`config.mk`:
```
export PLATFORM = sky130hd
export DESIGN_NAME = eps_phy_select
export DESIGN_NICKNAME = d
export VERILOG_FILES = /design/src/core/eps_pkg.sv /design/src/core/eps_tmr.sv /design/src/core/eps_phy_map.sv /design/src/core/eps_phy_select.sv
export SDC_FILE = /design/constraint.sdc
export NUM_CORES = 1
export LEC_CHECK = 0
export ABC_AREA = 1
export BUFFER_PORTS_ARGS = -buffer_cell sky130_fd_sc_hd__buf_2
export CELL_PAD_IN_SITES_DETAIL_PLACEMENT = 2
export CELL_PAD_IN_SITES_GLOBAL_PLACEMENT = 2
export CORE_MARGIN = 2
export CORE_UTILIZATION = 33
export CTS_CLUSTER_DIAMETER = 60
export DETAILED_ROUTE_END_ITERATION = 10
export PLACE_DENSITY = 0.84
export SLEW_MARGIN = 10
export SYNTH_ARGS = -nofsm -noshare
export SYNTH_HDL_FRONTEND = slang
export SYNTH_SLANG_ARGS = --single-unit
```
`constraint.sdc`:
```
create_clock -name clk_i -period 1.8 [get_ports clk_i]
set_input_delay 0.18 -clock clk_i [delete_from_list [all_inputs] [get_ports clk_i]]
set_output_delay 0.18 -clock clk_i [all_outputs]
set_load 0.05 [all_outputs]
```
`src/core/eps_pkg.sv`:
```
// Package with register map, field layout, reset values and timing for the PHY select block
package eps_pkg;

	// Register byte offsets
	localparam logic [11:0] OFS_PHY_CFG  = 12'h000;
	localparam logic [11:0] OFS_MAC_RST  = 12'h004;
	localparam logic [11:0] OFS_PHY_CR1  = 12'h008;
	localparam logic [11:0] OFS_PHY_CR2  = 12'h00C;
	localparam logic [11:0] OFS_PHY_CR3  = 12'h010;
	localparam logic [11:0] OFS_PHY_SEL  = 12'h014;
	localparam logic [11:0] OFS_LPI_TMR  = 12'h018;
	localparam logic [11:0] OFS_LPI_CS   = 12'h01C;
	localparam logic [11:0] OFS_NUM_ADDR = 12'h020;

	// Selection codes
	localparam logic [1:0] PHY_SEL_ON_CHIP  = 2'h0;
	localparam logic [1:0] PHY_SEL_EXT_MII  = 2'h1;
	localparam logic [1:0] PHY_SEL_EXT_RMII = 2'h2;

	// Configuration word layout
	localparam int unsigned CF_SEL_LO    = 0;
	localparam int unsigned CF_HOLD      = 2;
	localparam int unsigned CF_NIB_DIS   = 3;
	localparam int unsigned CF_RXER_IDLE = 4;
	localparam int unsigned CF_ISOLATE   = 5;
	localparam int unsigned CF_EXT_FD    = 6;
	localparam int unsigned CF_FAST_LUP  = 7;
	localparam int unsigned CF_LLR       = 8;
	localparam int unsigned CF_TDR       = 9;
	localparam int unsigned CF_ROB_MDIX  = 10;
	localparam int unsigned CF_FAST_MDIX = 11;
	localparam int unsigned CF_MDIX_EN   = 12;
	localparam int unsigned CF_FAST_RXDV = 13;
	localparam int unsigned CF_FAN_LO    = 14;
	localparam int unsigned CF_SPD_LO    = 17;
	localparam int unsigned CF_LD_RXERR  = 20;
	localparam int unsigned CF_LD_SQE    = 21;
	localparam int unsigned CF_LD_SNR    = 22;
	localparam int unsigned CF_LD_ENERGY = 23;
	localparam int unsigned CF_POL_SWAP  = 24;
	localparam int unsigned CF_PAIR_SWAP = 25;

	// PHY control register bit positions
	localparam int unsigned R1_FAST_RXDV = 1;
	localparam int unsigned R1_FAN_LO    = 2;
	localparam int unsigned R1_ROB_MDIX  = 5;
	localparam int unsigned R1_FAST_MDIX = 6;
	localparam int unsigned R1_LLR       = 7;
	localparam int unsigned R1_TDR       = 8;
	localparam int unsigned R1_SPD_LO    = 11;
	localparam int unsigned R1_MDIX_EN   = 14;
	localparam int unsigned R2_NIB_DIS   = 1;
	localparam int unsigned R2_RXER_IDLE = 2;
	localparam int unsigned R2_ISOLATE   = 3;
	localparam int unsigned R2_EXT_FD    = 5;
	localparam int unsigned R2_FAST_LUP  = 6;
	localparam int unsigned R3_LD_ENERGY = 0;
	localparam int unsigned R3_LD_SNR    = 1;
	localparam int unsigned R3_LD_SQE    = 2;
	localparam int unsigned R3_LD_RXERR  = 3;
	localparam int unsigned R3_POL_SWAP  = 5;
	localparam int unsigned R3_PAIR_SWAP = 6;

	// Low-power-idle control and status layout
	localparam int unsigned LS_TX_ENTER = 0;
	localparam int unsigned LS_TX_EXIT  = 1;
	localparam int unsigned LS_RX_ENTER = 2;
	localparam int unsigned LS_RX_EXIT  = 3;
	localparam int unsigned LS_TX_IN    = 8;
	localparam int unsigned LS_RX_IN    = 9;
	localparam int unsigned LC_ENTER    = 16;
	localparam int unsigned LC_LINK     = 17;
	localparam int unsigned LC_AUTOMATE = 19;

	// Reset values
	localparam logic [31:0] CFG_RST      = 32'h0000_0000;
	localparam logic [15:0] LS_TMR_RST   = 16'h03E8;
	localparam logic [15:0] TW_TMR_RST   = 16'h0000;
	localparam logic [3:0]  NUM_ADDR_DEF = 4'h4;
	localparam logic [3:0]  MAC_RST_LEN  = 4'h8;

	// Timing
	localparam int unsigned CLK_PERIOD_NS = 4;
	localparam int unsigned US_NS         = 1000;
	localparam int unsigned MS_NS         = 1000000;
	localparam int unsigned US_CYC        = US_NS / CLK_PERIOD_NS;
	localparam int unsigned MS_CYC        = MS_NS / CLK_PERIOD_NS;

	// Transmit low-power-idle states
	typedef enum logic [1:0] {
		EPS_TX_ACTIVE = 2'b00,
		EPS_TX_LPI    = 2'b01,
		EPS_TX_WAKE   = 2'b10
	} eps_tx_t;

endpackage : eps_pkg

```
`src/core/eps_tmr.sv`:
```
// Down-counting timer in whole units of a fixed number of clock cycles
`timescale 1ns/100ps
module eps_tmr #(
	parameter int unsigned TICK_CYC = 250
) (
	// Clock and reset
	input  wire logic        clk_i,
	input  wire logic        srst_i,
	// Control
	input  wire logic        start_i,
	input  wire logic [15:0] value_i,
	// Status
	output logic             done_o
);

	// Timer state
	typedef struct packed {
		logic        run;
		logic [31:0] pre;
		logic [15:0] cnt;
		logic        done;
	} eps_tmr_st_t;

	eps_tmr_st_t q, d;

	// Prescale to units, then count units down
	always_comb begin
		d = q;
		if (start_i) begin
			// Restart discards any run in progress
			d.run  = (value_i != 16'h0000);
			d.pre  = 32'h0000_0000;
			d.cnt  = value_i;
			d.done = (value_i == 16'h0000);
		end else if (q.run) begin
			if (q.pre == TICK_CYC - 1) begin
				d.pre = 32'h0000_0000;
				d.cnt = q.cnt - 16'h0001;
				if (q.cnt == 16'h0001) begin
					d.run  = 1'b0;
					d.done = 1'b1;
				end
			end else begin
				d.pre = q.pre + 32'h0000_0001;
			end
		end
	end

	// State register
	always_ff @(posedge clk_i) begin
		if (srst_i) begin
			q <= '0;
		end else begin
			q <= d;
		end
	end

	assign done_o = q.done;

endmodule : eps_tmr

```
`src/core/eps_phy_map.sv`:
```
// Maps the configuration word onto PHY control register defaults
`timescale 1ns/100ps
module eps_phy_map (
	// Configuration word
	input  wire logic [31:0] cfg_i,
	// PHY defaults
	output logic [1:0]       sel_o,
	output logic             hold_o,
	output logic [15:0]      cr1_o,
	output logic [15:0]      cr2_o,
	output logic [15:0]      cr3_o,
	output logic             an_en_o,
	output logic [3:0]       adv_o
);

	logic       ext;
	logic [2:0] spd;

	// Decode selection and feature bits
	always_comb begin
		sel_o = cfg_i[eps_pkg::CF_SEL_LO +: 2];
		// Unused code falls back to the on-chip PHY so one choice stays active
		if (sel_o != eps_pkg::PHY_SEL_EXT_MII && sel_o != eps_pkg::PHY_SEL_EXT_RMII) begin
			sel_o = eps_pkg::PHY_SEL_ON_CHIP;
		end
		ext    = (sel_o != eps_pkg::PHY_SEL_ON_CHIP);
		spd    = cfg_i[eps_pkg::CF_SPD_LO +: 3];
		cr1_o  = 16'h0000;
		cr2_o  = 16'h0000;
		cr3_o  = 16'h0000;
		cr1_o[eps_pkg::R1_LLR]       = cfg_i[eps_pkg::CF_LLR];
		cr1_o[eps_pkg::R1_TDR]       = cfg_i[eps_pkg::CF_TDR];
		cr1_o[eps_pkg::R1_MDIX_EN]   = cfg_i[eps_pkg::CF_MDIX_EN];
		cr1_o[eps_pkg::R1_ROB_MDIX]  = cfg_i[eps_pkg::CF_ROB_MDIX];
		cr1_o[eps_pkg::R1_FAST_MDIX] = cfg_i[eps_pkg::CF_FAST_MDIX];
		cr1_o[eps_pkg::R1_FAST_RXDV] = cfg_i[eps_pkg::CF_FAST_RXDV];
		cr1_o[eps_pkg::R1_FAN_LO +: 3] = cfg_i[eps_pkg::CF_FAN_LO +: 3];
		cr1_o[eps_pkg::R1_SPD_LO +: 3] = spd;
		cr2_o[eps_pkg::R2_NIB_DIS]   = cfg_i[eps_pkg::CF_NIB_DIS];
		cr2_o[eps_pkg::R2_RXER_IDLE] = cfg_i[eps_pkg::CF_RXER_IDLE];
		cr2_o[eps_pkg::R2_EXT_FD]    = cfg_i[eps_pkg::CF_EXT_FD];
		cr2_o[eps_pkg::R2_FAST_LUP]  = cfg_i[eps_pkg::CF_FAST_LUP];
		cr2_o[eps_pkg::R2_ISOLATE]   = cfg_i[eps_pkg::CF_ISOLATE];
		cr3_o[eps_pkg::R3_LD_RXERR]  = cfg_i[eps_pkg::CF_LD_RXERR];
		cr3_o[eps_pkg::R3_LD_SQE]    = cfg_i[eps_pkg::CF_LD_SQE];
		cr3_o[eps_pkg::R3_LD_SNR]    = cfg_i[eps_pkg::CF_LD_SNR];
		cr3_o[eps_pkg::R3_LD_ENERGY] = cfg_i[eps_pkg::CF_LD_ENERGY];
		cr3_o[eps_pkg::R3_POL_SWAP]  = cfg_i[eps_pkg::CF_POL_SWAP];
		cr3_o[eps_pkg::R3_PAIR_SWAP] = cfg_i[eps_pkg::CF_PAIR_SWAP];
		hold_o = cfg_i[eps_pkg::CF_HOLD];
		// Upper code half negotiates, lower half forces one mode
		an_en_o = spd[2];
		case (spd)
			3'b100:  adv_o = 4'b0001;
			3'b101:  adv_o = 4'b0011;
			3'b110:  adv_o = 4'b0111;
			3'b111:  adv_o = 4'b1111;
			default: adv_o = 4'b0001 << spd[1:0];
		endcase
		// External PHY: every internal feature is dropped
		if (ext) begin
			cr1_o   = 16'h0000;
			cr2_o   = 16'h0000;
			cr3_o   = 16'h0000;
			hold_o  = 1'b0;
			an_en_o = 1'b0;
			adv_o   = 4'b0000;
		end
	end

endmodule : eps_phy_map

```
`src/core/eps_phy_select.sv`:
```
// PHY selection, MAC reset sequencing and low-power-idle control with APB registers
//
// Design decisions made here: the APB interface to the registers and the placing of the registers.
`timescale 1ns/100ps
module eps_phy_select #(
	parameter int unsigned MS_CYCLES = eps_pkg::MS_CYC
) (
	// Clock and reset
	input  wire logic        clk_i,
	input  wire logic        srst_i,
	// APB slave
	input  wire logic        psel_i,
	input  wire logic        penable_i,
	input  wire logic        pwrite_i,
	input  wire logic [11:0] paddr_i,
	input  wire logic [31:0] pwdata_i,
	output logic             pready_o,
	output logic [31:0]      prdata_o,
	output logic             pslverr_o,
	// PHY defaults and selection
	output logic [1:0]       phy_sel_o,
	output logic [15:0]      phy_ctrl_reg_one_o,
	output logic [15:0]      phy_ctrl_reg_two_o,
	output logic [15:0]      phy_ctrl_reg_three_o,
	output logic             phy_line_hold_o,
	output logic             phy_an_en_o,
	output logic [3:0]       phy_adv_o,
	output logic             phy_cfg_valid_o,
	// PHY link state and MII isolation
	input  wire logic        phy_link_up_i,
	input  wire logic        phy_fd100_i,
	output logic             mii_force_low_o,
	// MAC side
	output logic             mac_rst_o,
	input  wire logic        tx_idle_i,
	input  wire logic        rx_lpi_i,
	output logic             tx_lpi_o,
	output logic             tx_wake_o
);

	// Whole block state
	typedef struct packed {
		logic [31:0]     cfg;
		logic [31:0]     latched;
		logic [3:0]      rst_cnt;
		logic            rst_busy;
		logic            apply;
		logic [1:0]      sel;
		logic            hold;
		logic [15:0]     cr1;
		logic [15:0]     cr2;
		logic [15:0]     cr3;
		logic            an_en;
		logic [3:0]      adv;
		logic            cfg_valid;
		logic [15:0]     ls_ms;
		logic [15:0]     tw_us;
		logic            lpi_en;
		logic            link;
		logic            automate;
		logic [3:0]      sticky;
		eps_pkg::eps_tx_t txs;
		logic            rx_lpi;
		logic [31:0]     rdata;
	} eps_state_t;

	eps_state_t q, d;

	// Reset value of the whole state
	localparam eps_state_t RST_STATE = '{
		cfg:       eps_pkg::CFG_RST,
		latched:   eps_pkg::CFG_RST,
		rst_cnt:   4'h0,
		rst_busy:  1'b0,
		apply:     1'b1,
		sel:       eps_pkg::PHY_SEL_ON_CHIP,
		hold:      1'b0,
		cr1:       16'h0000,
		cr2:       16'h0000,
		cr3:       16'h0000,
		an_en:     1'b0,
		adv:       4'h0,
		cfg_valid: 1'b0,
		ls_ms:     eps_pkg::LS_TMR_RST,
		tw_us:     eps_pkg::TW_TMR_RST,
		lpi_en:    1'b0,
		link:      1'b0,
		automate:  1'b0,
		sticky:    4'h0,
		txs:       eps_pkg::EPS_TX_ACTIVE,
		rx_lpi:    1'b0,
		rdata:     32'h0000_0000
	};

	// Decoded defaults of the latched word
	logic [1:0]  map_sel;
	logic        map_hold;
	logic [15:0] map_cr1;
	logic [15:0] map_cr2;
	logic [15:0] map_cr3;
	logic        map_an_en;
	logic [3:0]  map_adv;

	// Bus and timer helpers
	logic        mac_rst;
	logic        acc;
	logic        wr;
	logic        rd_cs;
	logic        mapped;
	logic        ls_start;
	logic        ls_done;
	logic        tw_start;
	logic        tw_done;
	logic        tx_go;
	logic        tx_exit;
	logic [31:0] rmux;

	eps_phy_map u_map (
		.cfg_i   (q.latched),
		.sel_o   (map_sel),
		.hold_o  (map_hold),
		.cr1_o   (map_cr1),
		.cr2_o   (map_cr2),
		.cr3_o   (map_cr3),
		.an_en_o (map_an_en),
		.adv_o   (map_adv)
	);

	// Link-status timer in milliseconds
	eps_tmr #(.TICK_CYC(MS_CYCLES)) u_ls_tmr (
		.clk_i   (clk_i),
		.srst_i  (mac_rst),
		.start_i (ls_start),
		.value_i (q.ls_ms),
		.done_o  (ls_done)
	);

	// Transmit-wait timer in microseconds
	eps_tmr #(.TICK_CYC(eps_pkg::US_CYC)) u_tw_tmr (
		.clk_i   (clk_i),
		.srst_i  (mac_rst),
		.start_i (tw_start),
		.value_i (q.tw_us),
		.done_o  (tw_done)
	);

	// MAC held in reset by the pin or by a software pulse
	assign mac_rst = srst_i | q.rst_busy;

	// APB decode; zero wait states, so every access ends in its first access cycle
	assign acc    = psel_i & penable_i;
	assign wr     = acc & pwrite_i;
	assign rd_cs  = acc & ~pwrite_i & (paddr_i == eps_pkg::OFS_LPI_CS);
	assign mapped = (paddr_i == eps_pkg::OFS_PHY_CFG) | (paddr_i == eps_pkg::OFS_MAC_RST)
		| (paddr_i == eps_pkg::OFS_PHY_CR1) | (paddr_i == eps_pkg::OFS_PHY_CR2)
		| (paddr_i == eps_pkg::OFS_PHY_CR3) | (paddr_i == eps_pkg::OFS_PHY_SEL)
		| (paddr_i == eps_pkg::OFS_LPI_TMR) | (paddr_i == eps_pkg::OFS_LPI_CS)
		| (paddr_i == eps_pkg::OFS_NUM_ADDR);
	assign pready_o  = 1'b1;
	assign pslverr_o = acc & ~mapped;
	assign prdata_o  = q.rdata;

	// Transmit idle entry and exit conditions
	always_comb begin
		// Entry only once the link timer has run out and nothing is left to send
		tx_go = q.link & ls_done & tx_idle_i & (q.automate | q.lpi_en);
		// Automatic mode leaves on new data, manual mode on software command
		if (q.automate) begin
			tx_exit = ~q.link | ~tx_idle_i;
		end else begin
			tx_exit = ~q.link | ~q.lpi_en;
		end
	end

	assign ls_start = d.link & ~q.link;
	assign tw_start = (q.txs == eps_pkg::EPS_TX_LPI) & tx_exit;

	// Read multiplexer
	always_comb begin
		rmux = 32'h0000_0000;
		case (paddr_i)
			eps_pkg::OFS_PHY_CFG:  rmux = q.cfg;
			eps_pkg::OFS_MAC_RST:  rmux[0] = q.rst_busy;
			eps_pkg::OFS_PHY_CR1:  rmux[15:0] = q.cr1;
			eps_pkg::OFS_PHY_CR2:  rmux[15:0] = q.cr2;
			eps_pkg::OFS_PHY_CR3:  rmux[15:0] = q.cr3;
			eps_pkg::OFS_PHY_SEL:  rmux[3:0] = {q.cfg_valid, q.hold, q.sel};
			eps_pkg::OFS_LPI_TMR:  rmux = {q.ls_ms, q.tw_us};
			eps_pkg::OFS_LPI_CS: begin
				rmux[eps_pkg::LS_TX_ENTER +: 4] = q.sticky;
				rmux[eps_pkg::LS_TX_IN]    = (q.txs == eps_pkg::EPS_TX_LPI);
				rmux[eps_pkg::LS_RX_IN]    = q.rx_lpi;
				rmux[eps_pkg::LC_ENTER]    = q.lpi_en;
				rmux[eps_pkg::LC_LINK]     = q.link;
				rmux[eps_pkg::LC_AUTOMATE] = q.automate;
			end
			eps_pkg::OFS_NUM_ADDR: rmux[3:0] = eps_pkg::NUM_ADDR_DEF;
			default:               rmux = 32'h0000_0000;
		endcase
	end

	// Next-state logic
	always_comb begin
		d = q;
		// Read data is captured in the setup cycle and stands through the access cycle
		if (psel_i & ~penable_i & ~pwrite_i) begin
			d.rdata = rmux;
		end
		// Staging word: kept across software MAC reset, only takes effect at the next one
		if (wr & (paddr_i == eps_pkg::OFS_PHY_CFG)) begin
			d.cfg = pwdata_i;
		end
		// Software-started MAC reset; software must wait for busy to fall
		if (wr & (paddr_i == eps_pkg::OFS_MAC_RST) & pwdata_i[0] & ~q.rst_busy) begin
			d.rst_busy = 1'b1;
			d.rst_cnt  = eps_pkg::MAC_RST_LEN;
		end else if (q.rst_busy) begin
			d.rst_cnt = q.rst_cnt - 4'h1;
			if (q.rst_cnt == 4'h1) begin
				d.rst_busy = 1'b0;
			end
		end
		// Timer values
		if (wr & (paddr_i == eps_pkg::OFS_LPI_TMR)) begin
			d.ls_ms = pwdata_i[31:16];
			d.tw_us = pwdata_i[15:0];
		end
		// Control bits of the idle register
		if (wr & (paddr_i == eps_pkg::OFS_LPI_CS)) begin
			d.lpi_en   = pwdata_i[eps_pkg::LC_ENTER];
			d.link     = pwdata_i[eps_pkg::LC_LINK];
			d.automate = pwdata_i[eps_pkg::LC_AUTOMATE];
		end
		// Transmit idle state machine
		case (q.txs)
			eps_pkg::EPS_TX_ACTIVE: begin
				if (tx_go) begin
					d.txs = eps_pkg::EPS_TX_LPI;
				end
			end
			eps_pkg::EPS_TX_LPI: begin
				if (tx_exit) begin
					d.txs = eps_pkg::EPS_TX_WAKE;
				end
			end
			eps_pkg::EPS_TX_WAKE: begin
				// Data held off until the wake wait has passed
				if (tw_done) begin
					d.txs = eps_pkg::EPS_TX_ACTIVE;
				end
			end
			default: d.txs = eps_pkg::EPS_TX_ACTIVE;
		endcase
		d.rx_lpi = rx_lpi_i;
		// Sticky events clear on read, but an event in the same cycle survives
		if (rd_cs) begin
			d.sticky = 4'h0;
		end
		d.sticky[eps_pkg::LS_TX_ENTER] = d.sticky[eps_pkg::LS_TX_ENTER] | (tx_go & (q.txs == eps_pkg::EPS_TX_ACTIVE));
		d.sticky[eps_pkg::LS_TX_EXIT]  = d.sticky[eps_pkg::LS_TX_EXIT] | tw_start;
		d.sticky[eps_pkg::LS_RX_ENTER] = d.sticky[eps_pkg::LS_RX_ENTER] | (rx_lpi_i & ~q.rx_lpi);
		d.sticky[eps_pkg::LS_RX_EXIT]  = d.sticky[eps_pkg::LS_RX_EXIT] | (~rx_lpi_i & q.rx_lpi);
		// Defaults are transferred to the PHY right after reset release, and each cycle from the second cycle of a software MAC reset to the cycle after it
		if (q.apply) begin
			d.apply     = 1'b0;
			d.sel       = map_sel;
			d.hold      = map_hold;
			d.cr1       = map_cr1;
			d.cr2       = map_cr2;
			d.cr3       = map_cr3;
			d.an_en     = map_an_en;
			d.adv       = map_adv;
			d.cfg_valid = 1'b1;
		end
		// During MAC reset: sample selection, drop all MAC configuration
		if (q.rst_busy) begin
			d.latched   = q.cfg;
			d.apply     = 1'b1;
			d.cfg_valid = 1'b0;
			d.ls_ms     = eps_pkg::LS_TMR_RST;
			d.tw_us     = eps_pkg::TW_TMR_RST;
			d.lpi_en    = 1'b0;
			d.link      = 1'b0;
			d.automate  = 1'b0;
			d.sticky    = 4'h0;
			d.txs       = eps_pkg::EPS_TX_ACTIVE;
		end
	end

	// State register
	always_ff @(posedge clk_i) begin
		if (srst_i) begin
			q <= RST_STATE;
		end else begin
			q <= d;
		end
	end

	// PHY side outputs, all from flip-flops
	assign phy_sel_o            = q.sel;
	assign phy_ctrl_reg_one_o   = q.cr1;
	assign phy_ctrl_reg_two_o   = q.cr2;
	assign phy_ctrl_reg_three_o = q.cr3;
	assign phy_line_hold_o      = q.hold;
	assign phy_an_en_o          = q.an_en;
	assign phy_adv_o            = q.adv;
	assign phy_cfg_valid_o      = q.cfg_valid;

	// Outputs tied low until a 100 Mb/s full-duplex link exists
	assign mii_force_low_o = q.cr2[eps_pkg::R2_ISOLATE] & ~(phy_link_up_i & phy_fd100_i);

	// MAC side outputs
	assign mac_rst_o = mac_rst;
	assign tx_lpi_o  = (q.txs == eps_pkg::EPS_TX_LPI);
	assign tx_wake_o = (q.txs == eps_pkg::EPS_TX_WAKE);

endmodule : eps_phy_select

```
==> impl_results.md, run 1 <==
- Worst R2R Setup Slack: 0.006 ns
- Area delta synth->final: 25.6%
- Peak supply drop: 0.000547 V
- Setup WS pre-CTS: -0.156 ns
- Final core occ: 0.419
- Reg power frac: 0.419
- PnR worst setup slack: 0.00647 ns
- Routability cong.: 0.866
- Worst Hold Class: in -> reg
- GRT overflow: 0
- Final Critical Period: 1.79 ns
- Outcome: finished clean
- Complex-gate fraction of the synthesized area: 0.135
- Avg Inst Size Synth: 6.75 µm²
- Busiest grt layer: met2
- Starting DRC count in detailed routing: 793
- Mapped cell area: 0.0139 mm²
- Final instance area: 0.0175 mm²
- Critical path class: reg -> reg
- Power density over the cells: 817 mW/mm²
- Number of max-cap violations: 0
- Detailed Place HPWL: 40200 µm
- PortBufs: 121
- Count of cell types in the netlist: 44
- Io pins: 148
- Routed WL: 64200 µm
- Synth warnings: 0
- Worst Max-Slew Pin Slew: 0.782 ns
- RSZ-0062 raised after global routing: true
- Worst Path Buf+Inv: 1
- Synth Area in Simple Gates: 0.313
- Tcrit/Tclk final: 0.996
- Clock Pin Slew Worst Setup and Hold Paths: 0.07 ns
- Row cnt: 75
- Required @ worst endpoint: 2.31 ns
- Finish-stage setup viols: 0
- Clk Latency, worst-skew pair: 0.57 ns
- Largest family of logic cells by synthesized area: simple AND/OR/NAND/NOR gates
- Psw: 0.00371 W
- Initial antenna violation count: 3
- H-tree depth: 2
- Post-Synth XOR/XNOR Area: 0.0182
- CP delay by family, top: simple AND/OR/NAND/NOR gates
- Int Pwr: 0.0106 W
- GRT met2 Usage: 0.504
- Post-synth ARST share: 0
- Slowest CP cell: dfxtp_1
- Crit path cell chain: nor2_1 -> nand2_1 -> nor2_2 -> nand3_1 -> a21oi_1 -> nand3_2 -> nand3_2 -> nand2_2 -> inv_2
- Final clock skew: 0.0376 ns
- Arrival @ worst endpoint: 2.30 ns
- Prevailing post-synth register cell: dfxtp_1
- Via/cell ratio: 5.41
- Sequential share of the synthesized area: 0.386
- Sw frac: 0.259
- Fin. max-slew vios: 0
- Die X: 210 µm
- CP startpoint kind: register
- Mux cell area share after synthesis: 0
- Die area: 0.0439 mm²
- Slew HR: 0.478
- Number of global-route vias before repair: 17100
- Largest net degree at the start of global routing: 46
- Total CTS buffers: 37
- Placed Area: 0.0153 mm²
- # clock sinks: 269
- Remaining DRCs: 0
- Endpoint class of the critical path: register
- Combinational share of power: 0.055
- Synth Instances: 2067
- Placed Cells: 2695
- Share of post-route cells with drive strength above 1: 0.205
- Fill cells: 4884
- Via count: 15200
- Core area: 0.0419 mm²
- CTS tree: done
- Yosys reg bits: 269
- Die height: 210 µm
- Initial Utilization: 0.333
- Fin cells: 2807
- Clock Power Share: 0.526
- Wire length per cell: 22.9 µm
- Drt first pass iters: 5
- Max FO, Critical Path: 6
- FMAX: 0.558 GHz
- First-pass GRT wire length: 97300 µm
- Detail Route Antenna Nets: 0
- Pleak: 7.31 nW
- Post-Synth Adder-Cell Area: 0.00987
- Count of final hold-check violations: 0
- Crit-path most repeated cell: nand3_2
- Max incr delay on CP: 0.37 ns
- CTS root buffer: clkbuf_16
- Grt met3 use: 0.0468
- Nets@finish: 2305
- Number of buffers on the longest clock path: 3
- Number of synthesized flops with an enable pin: 0
- Global routing usage on met1: 0.328
- Total track usage: 0.282
==> layout make-up <==
type / count / area (µm²) / area share
multi-input combinational: 1415 / 7230 / 0.413
tap: 539 / 674 / 0.0385
clock buffer: 50 / 1050 / 0.0602
inverter: 240 / 913 / 0.0521
timing repair buffer: 278 / 2060 / 0.117
sequential: 269 / 5430 / 0.310
antenna: 1 / 2.50 / 0.000143
clock inverter: 15 / 155 / 0.00886
==> power groups by stage <==
| stage | clock [W] | sequential, W | combinational (W) |
|---|---|---|---|
| floorplan | 0 | 0.00613 | 0.000481 |
| global placement | 0 | 0.00613 | 0.000658 |
| detailed placement | 0 | 0.00613 | 0.000674 |
| CTS | 0.00757 | 0.00600 | 0.000750 |
| global route | 0.00787 | 0.00600 | 0.000822 |
| finish | 0.00752 | 0.00600 | 0.000785 |
==> logic make-up after synthesis <==
logic type / after synthesis
flops: 269
xor+xnor: 29
buf+inv: 407
fa+ha+maj: 11
other cells: 2
simple gates: 1005
compound gates: 344
==> worst register-to-register path, delay by kind of cell, from the launching register on <==
| family | cells | cell delay [ns] |
|---|---|---|
| AND/OR/NAND/NOR | 7 | 1.02 |
| AO/OA/AOI/OAI | 1 | 0.27 |
| buffers and inverters | 1 | 0.06 |
| flip-flops | 1 | 0.37 |
==> cells in the final DEF (no fill, tap or decap), drive strengths merged, types with 3 or more instances in the layout <==
cell           n
a21oi        157
buf          245
o22ai         23
o21bai        13
nor4           9
dlygate4sd3   31
or2            6
clkbuf        52
dfxtp        269
xor2          18
nor3          64
o21ai        114
nand3        190
nand4         41
inv          239
o211ai        17
nand2        431
xnor2         11
o221ai         3
clkinv        13
a211oi        11
conb          26
ha            11
nor2         259
==> path summary, 6_finish.rpt <==
path / start / to / cells after the start
worst min-delay path: pwdata_i[8] / q[177] / 3
worst min register to register: q[150] / phy_ctrl_reg_one_o[1] / 2
worst max-delay path: u_ls_tmr.q[3] / u_ls_tmr.q[10] / 9
worst max register to register: u_ls_tmr.q[3] / u_ls_tmr.q[10] / 9
==> metrics by stage <==
stage | hold slack (ns) | TNS [ns] | total power (W)
floorplan | 0.310 | 0 | 0.00661
global placement | 0.427 | -0.0349 | 0.00679
detailed placement | 0.432 | -2.37 | 0.00680
CTS | 0.0128 | -0.00597 | 0.0143
global route | 0.0150 | -1.24 | 0.0147
finish | 0.0317 | 0 | 0.0143
==> sequential cells by signal (all words and copies together) (netlist names), 2 cells and up <==
register,count
phy_ctrl_reg_one_o,12
phy_ctrl_reg_two_o,5
u_ls_tmr.q,49
prdata_o,32
phy_ctrl_reg_three_o,6
u_tw_tmr.q,49
phy_adv_o,4
q,106
phy_sel_o,2
==> Yosys cell counts (all sizes together), types with 18 or more instances <==
cell type	n	area share
o21ai	114	0.041
nor3	64	0.024
a21oi	157	0.056
inv	238	0.064
nand4	41	0.019
o22ai	23	0.010
nand3	190	0.069
dfxtp	269	0.39
xor2	18	0.011
clkbuf	47	0.013
nand2	431	0.12
nor2	259	0.074
buf	120	0.059
==> routing by layer <==
layer	wire length (µm)	part of all wire	vias up
li1	-	-	6964
met2	32800	0.51	394
met1	26600	0.41	7675
met5	0	0	-
met3	2320	0.036	152
met4	2480	0.039	0
==> repair_timing <==
action,4_1_cts,5_1_grt
setup buffers,3,11
gates resized for setup,28,135
endpoints found under the setup margin,58,80
hold buffers,31,0
endpoints found under the hold margin,57,0
pin swaps,6,41
gates cloned,0,1
Power figures use the tool's default switching activity.
==> run 2: changes to the inputs <==
==> constraint.sdc (replaced) <==
create_clock -name clk_i -period 1.8 [get_ports clk_i]
set_input_delay 0.27 -clock clk_i [delete_from_list [all_inputs] [get_ports clk_i]]
set_output_delay 0.27 -clock clk_i [all_outputs]
set_load 0.05 [all_outputs]
==> impl_results.md, run 2 (synthesis gave the netlist of run 1 again) <==
- Routed met2 length: 31400 µm
- Detailed Place HPWL: 40200 µm
- Total track usage: 0.272
- Number of global-route vias before repair: 16600
- Power density over the cells: 840 mW/mm²
- Worst Max-Slew Pin Slew: 0.772 ns
- Core area: 0.0419 mm²
- Setup WS pre-CTS: -0.0964 ns
- Initial Utilization: 0.333
- GRT overflow: 0
- Max FFs per register: 106
- FMAX: 0.558 GHz
- Int Pwr: 0.0108 W
- DR WL met3: 2370 µm
- Fin cells: 2804
- Worst Hold Class: in -> reg
- Count of final hold-check violations: 0
- Placed Area: 0.0154 mm²
- Area delta synth->final: 24.1%
- Commonest non-fill, non-tap cells in the layout: nand2_1, dfxtp_1, nor2_1, inv_1, nand3_1
- Reg power frac: 0.413
- Outcome: finished clean
- PortBufs: 121
- Peak supply drop: 0.000692 V
- Clock Pin Slew Worst Setup and Hold Paths: 0.06 ns
- Via/cell ratio: 5.37
- CTS tree: done
- Die X: 210 µm
- Routed WL: 61200 µm
- Critical path class: reg -> reg
- Nets@finish: 2299
- First-pass GRT wire length: 94300 µm
- Die height: 210 µm
- H-tree depth: 2
- Placed Cells: 2705
- Remaining DRCs: 0
- Drt first pass iters: 5
- Top flop regs: q (106), u_ls_tmr.q (49), u_tw_tmr.q (49)
- Starting DRC count in detailed routing: 649
- Io pins: 148
- Routability cong.: 0.879
- Via count: 15100
- Share of post-route cells with drive strength above 1: 0.197
- Clock Power Share: 0.536
- Fin. max-slew vios: 0
- CP startpoint kind: register
- Combinational share of power: 0.052
- Detail Route Antenna Nets: 0
- Tcrit/Tclk final: 0.995
- Total CTS buffers: 38
- Final core occ: 0.414
- PnR worst setup slack: 0.00940 ns
- Largest Register: q
- Final instance area: 0.0173 mm²
- Endpoint class of the critical path: register
- Psw: 0.00373 W
- Wl on met1: 25200 µm
- Final Critical Period: 1.79 ns
- Most common cell after layout, fill and taps aside: nand2_1
- Pleak: 7.25 nW
- DR top layer: met5
- Initial antenna violation count: 3
- Wire length per cell: 21.8 µm
- Total power: 0.0145 W
- Arrival @ worst endpoint: 2.30 ns
- Largest net degree at the start of global routing: 61
- Final clock skew: 0.0239 ns
- Row cnt: 75
- Finish-stage setup viols: 0
- Sw frac: 0.256
- # clock sinks: 269
- Number of max-cap violations: 0
- Max FO, Critical Path: 7
- Slew HR: 0.485
- CTS root buffer: clkbuf_16
- Worst R2R Setup Slack: 0.009 ns
- Number of buffers on the longest clock path: 3
- Die area: 0.0439 mm²
- Fill cells: 4906
- Required @ worst endpoint: 2.31 ns
- Clk Latency, worst-skew pair: 0.57 ns
- RSZ-0062 raised after global routing: true
==> run 2: cell types whose count changed in the layout (fill, tap and decap cells not counted), sizes merged <==
cell | before | now
clkinv | 13 | 7
inv | 239 | 242
dlygate4sd3 | 31 | 9
buf | 245 | 261
bufinv | 2 | 3
diode | 1 | 3
clkbuf | 52 | 53
clkinvlp | 1 | 3
==> run 2: path summary, 6_finish.rpt <==
path,from,endpoint,cells after the start
min,rx_lpi_i,q[32],3
max,u_ls_tmr.q[24],u_ls_tmr.q[1],11
min reg2reg,q[144],phy_ctrl_reg_two_o[6],2
max reg2reg,u_ls_tmr.q[24],u_ls_tmr.q[1],11
==> run 2: power groups by stage <==
stage | clock network (W) | logic (W) | registers (W)
floorplan | 0 | 0.000481 | 0.00613
global placement | 0 | 0.000671 | 0.00613
detailed placement | 0 | 0.000688 | 0.00613
CTS | 0.00794 | 0.000726 | 0.00600
global route | 0.00816 | 0.000786 | 0.00600
finish | 0.00779 | 0.000750 | 0.00600
==> run 2: metrics by stage <==
| step | hold slack [ns] | TNS, ns |
|---|---|---|
| 6_report | 0.0141 | 0 |
| 2_1_floorplan | 0.400 | -0.0291 |
| 4_1_cts | 0.000533 | -0.0715 |
| 3_3_place_gp | 0.439 | -0.0322 |
| 3_5_place_dp | 0.456 | -1.59 |
| 5_1_grt | 0.0199 | -1.21 |
==> run 2: what timing repair did <==
item	in CTS	in global routing
resized for setup	26	87
setup buffers	5	14
endpoints found under the hold margin	9	0
pin swaps	6	22
cloned	0	1
hold buffers	9	0
endpoints found under the setup margin	56	79
==> run 2: layer usage <==
layer	vias to the layer above	global-route usage
li1	6960	-
met5	-	0
met2	371	0.496
met4	2	0.110
met1	7594	0.318
met3	140	0.0417
==> run 2: cell type report <==
class | count | area, µm² | area share
antenna | 3 | 7.51 | 0.000434
tap | 539 | 674 | 0.0390
clock inverter | 15 | 191 | 0.0111
multi-input combinational | 1415 | 7100 | 0.410
clock buffer | 52 | 1070 | 0.0620
timing repair buffer | 271 | 1930 | 0.112
sequential | 269 | 5410 | 0.313
inverter | 240 | 913 | 0.0528
==> run 2: critical path, stage by stage (launching register included) <==
cell and delay (ns):
dfxtp_1 0.35, inv_1 0.09, nor2_1 0.11, nand4_1 0.14
nor2_2 0.23, nand2_2 0.12, nor2_4 0.19, clkbuf_16 0.18
nand3_1 0.09, nand3_1 0.11, nand2_1 0.06, inv_1 0.07
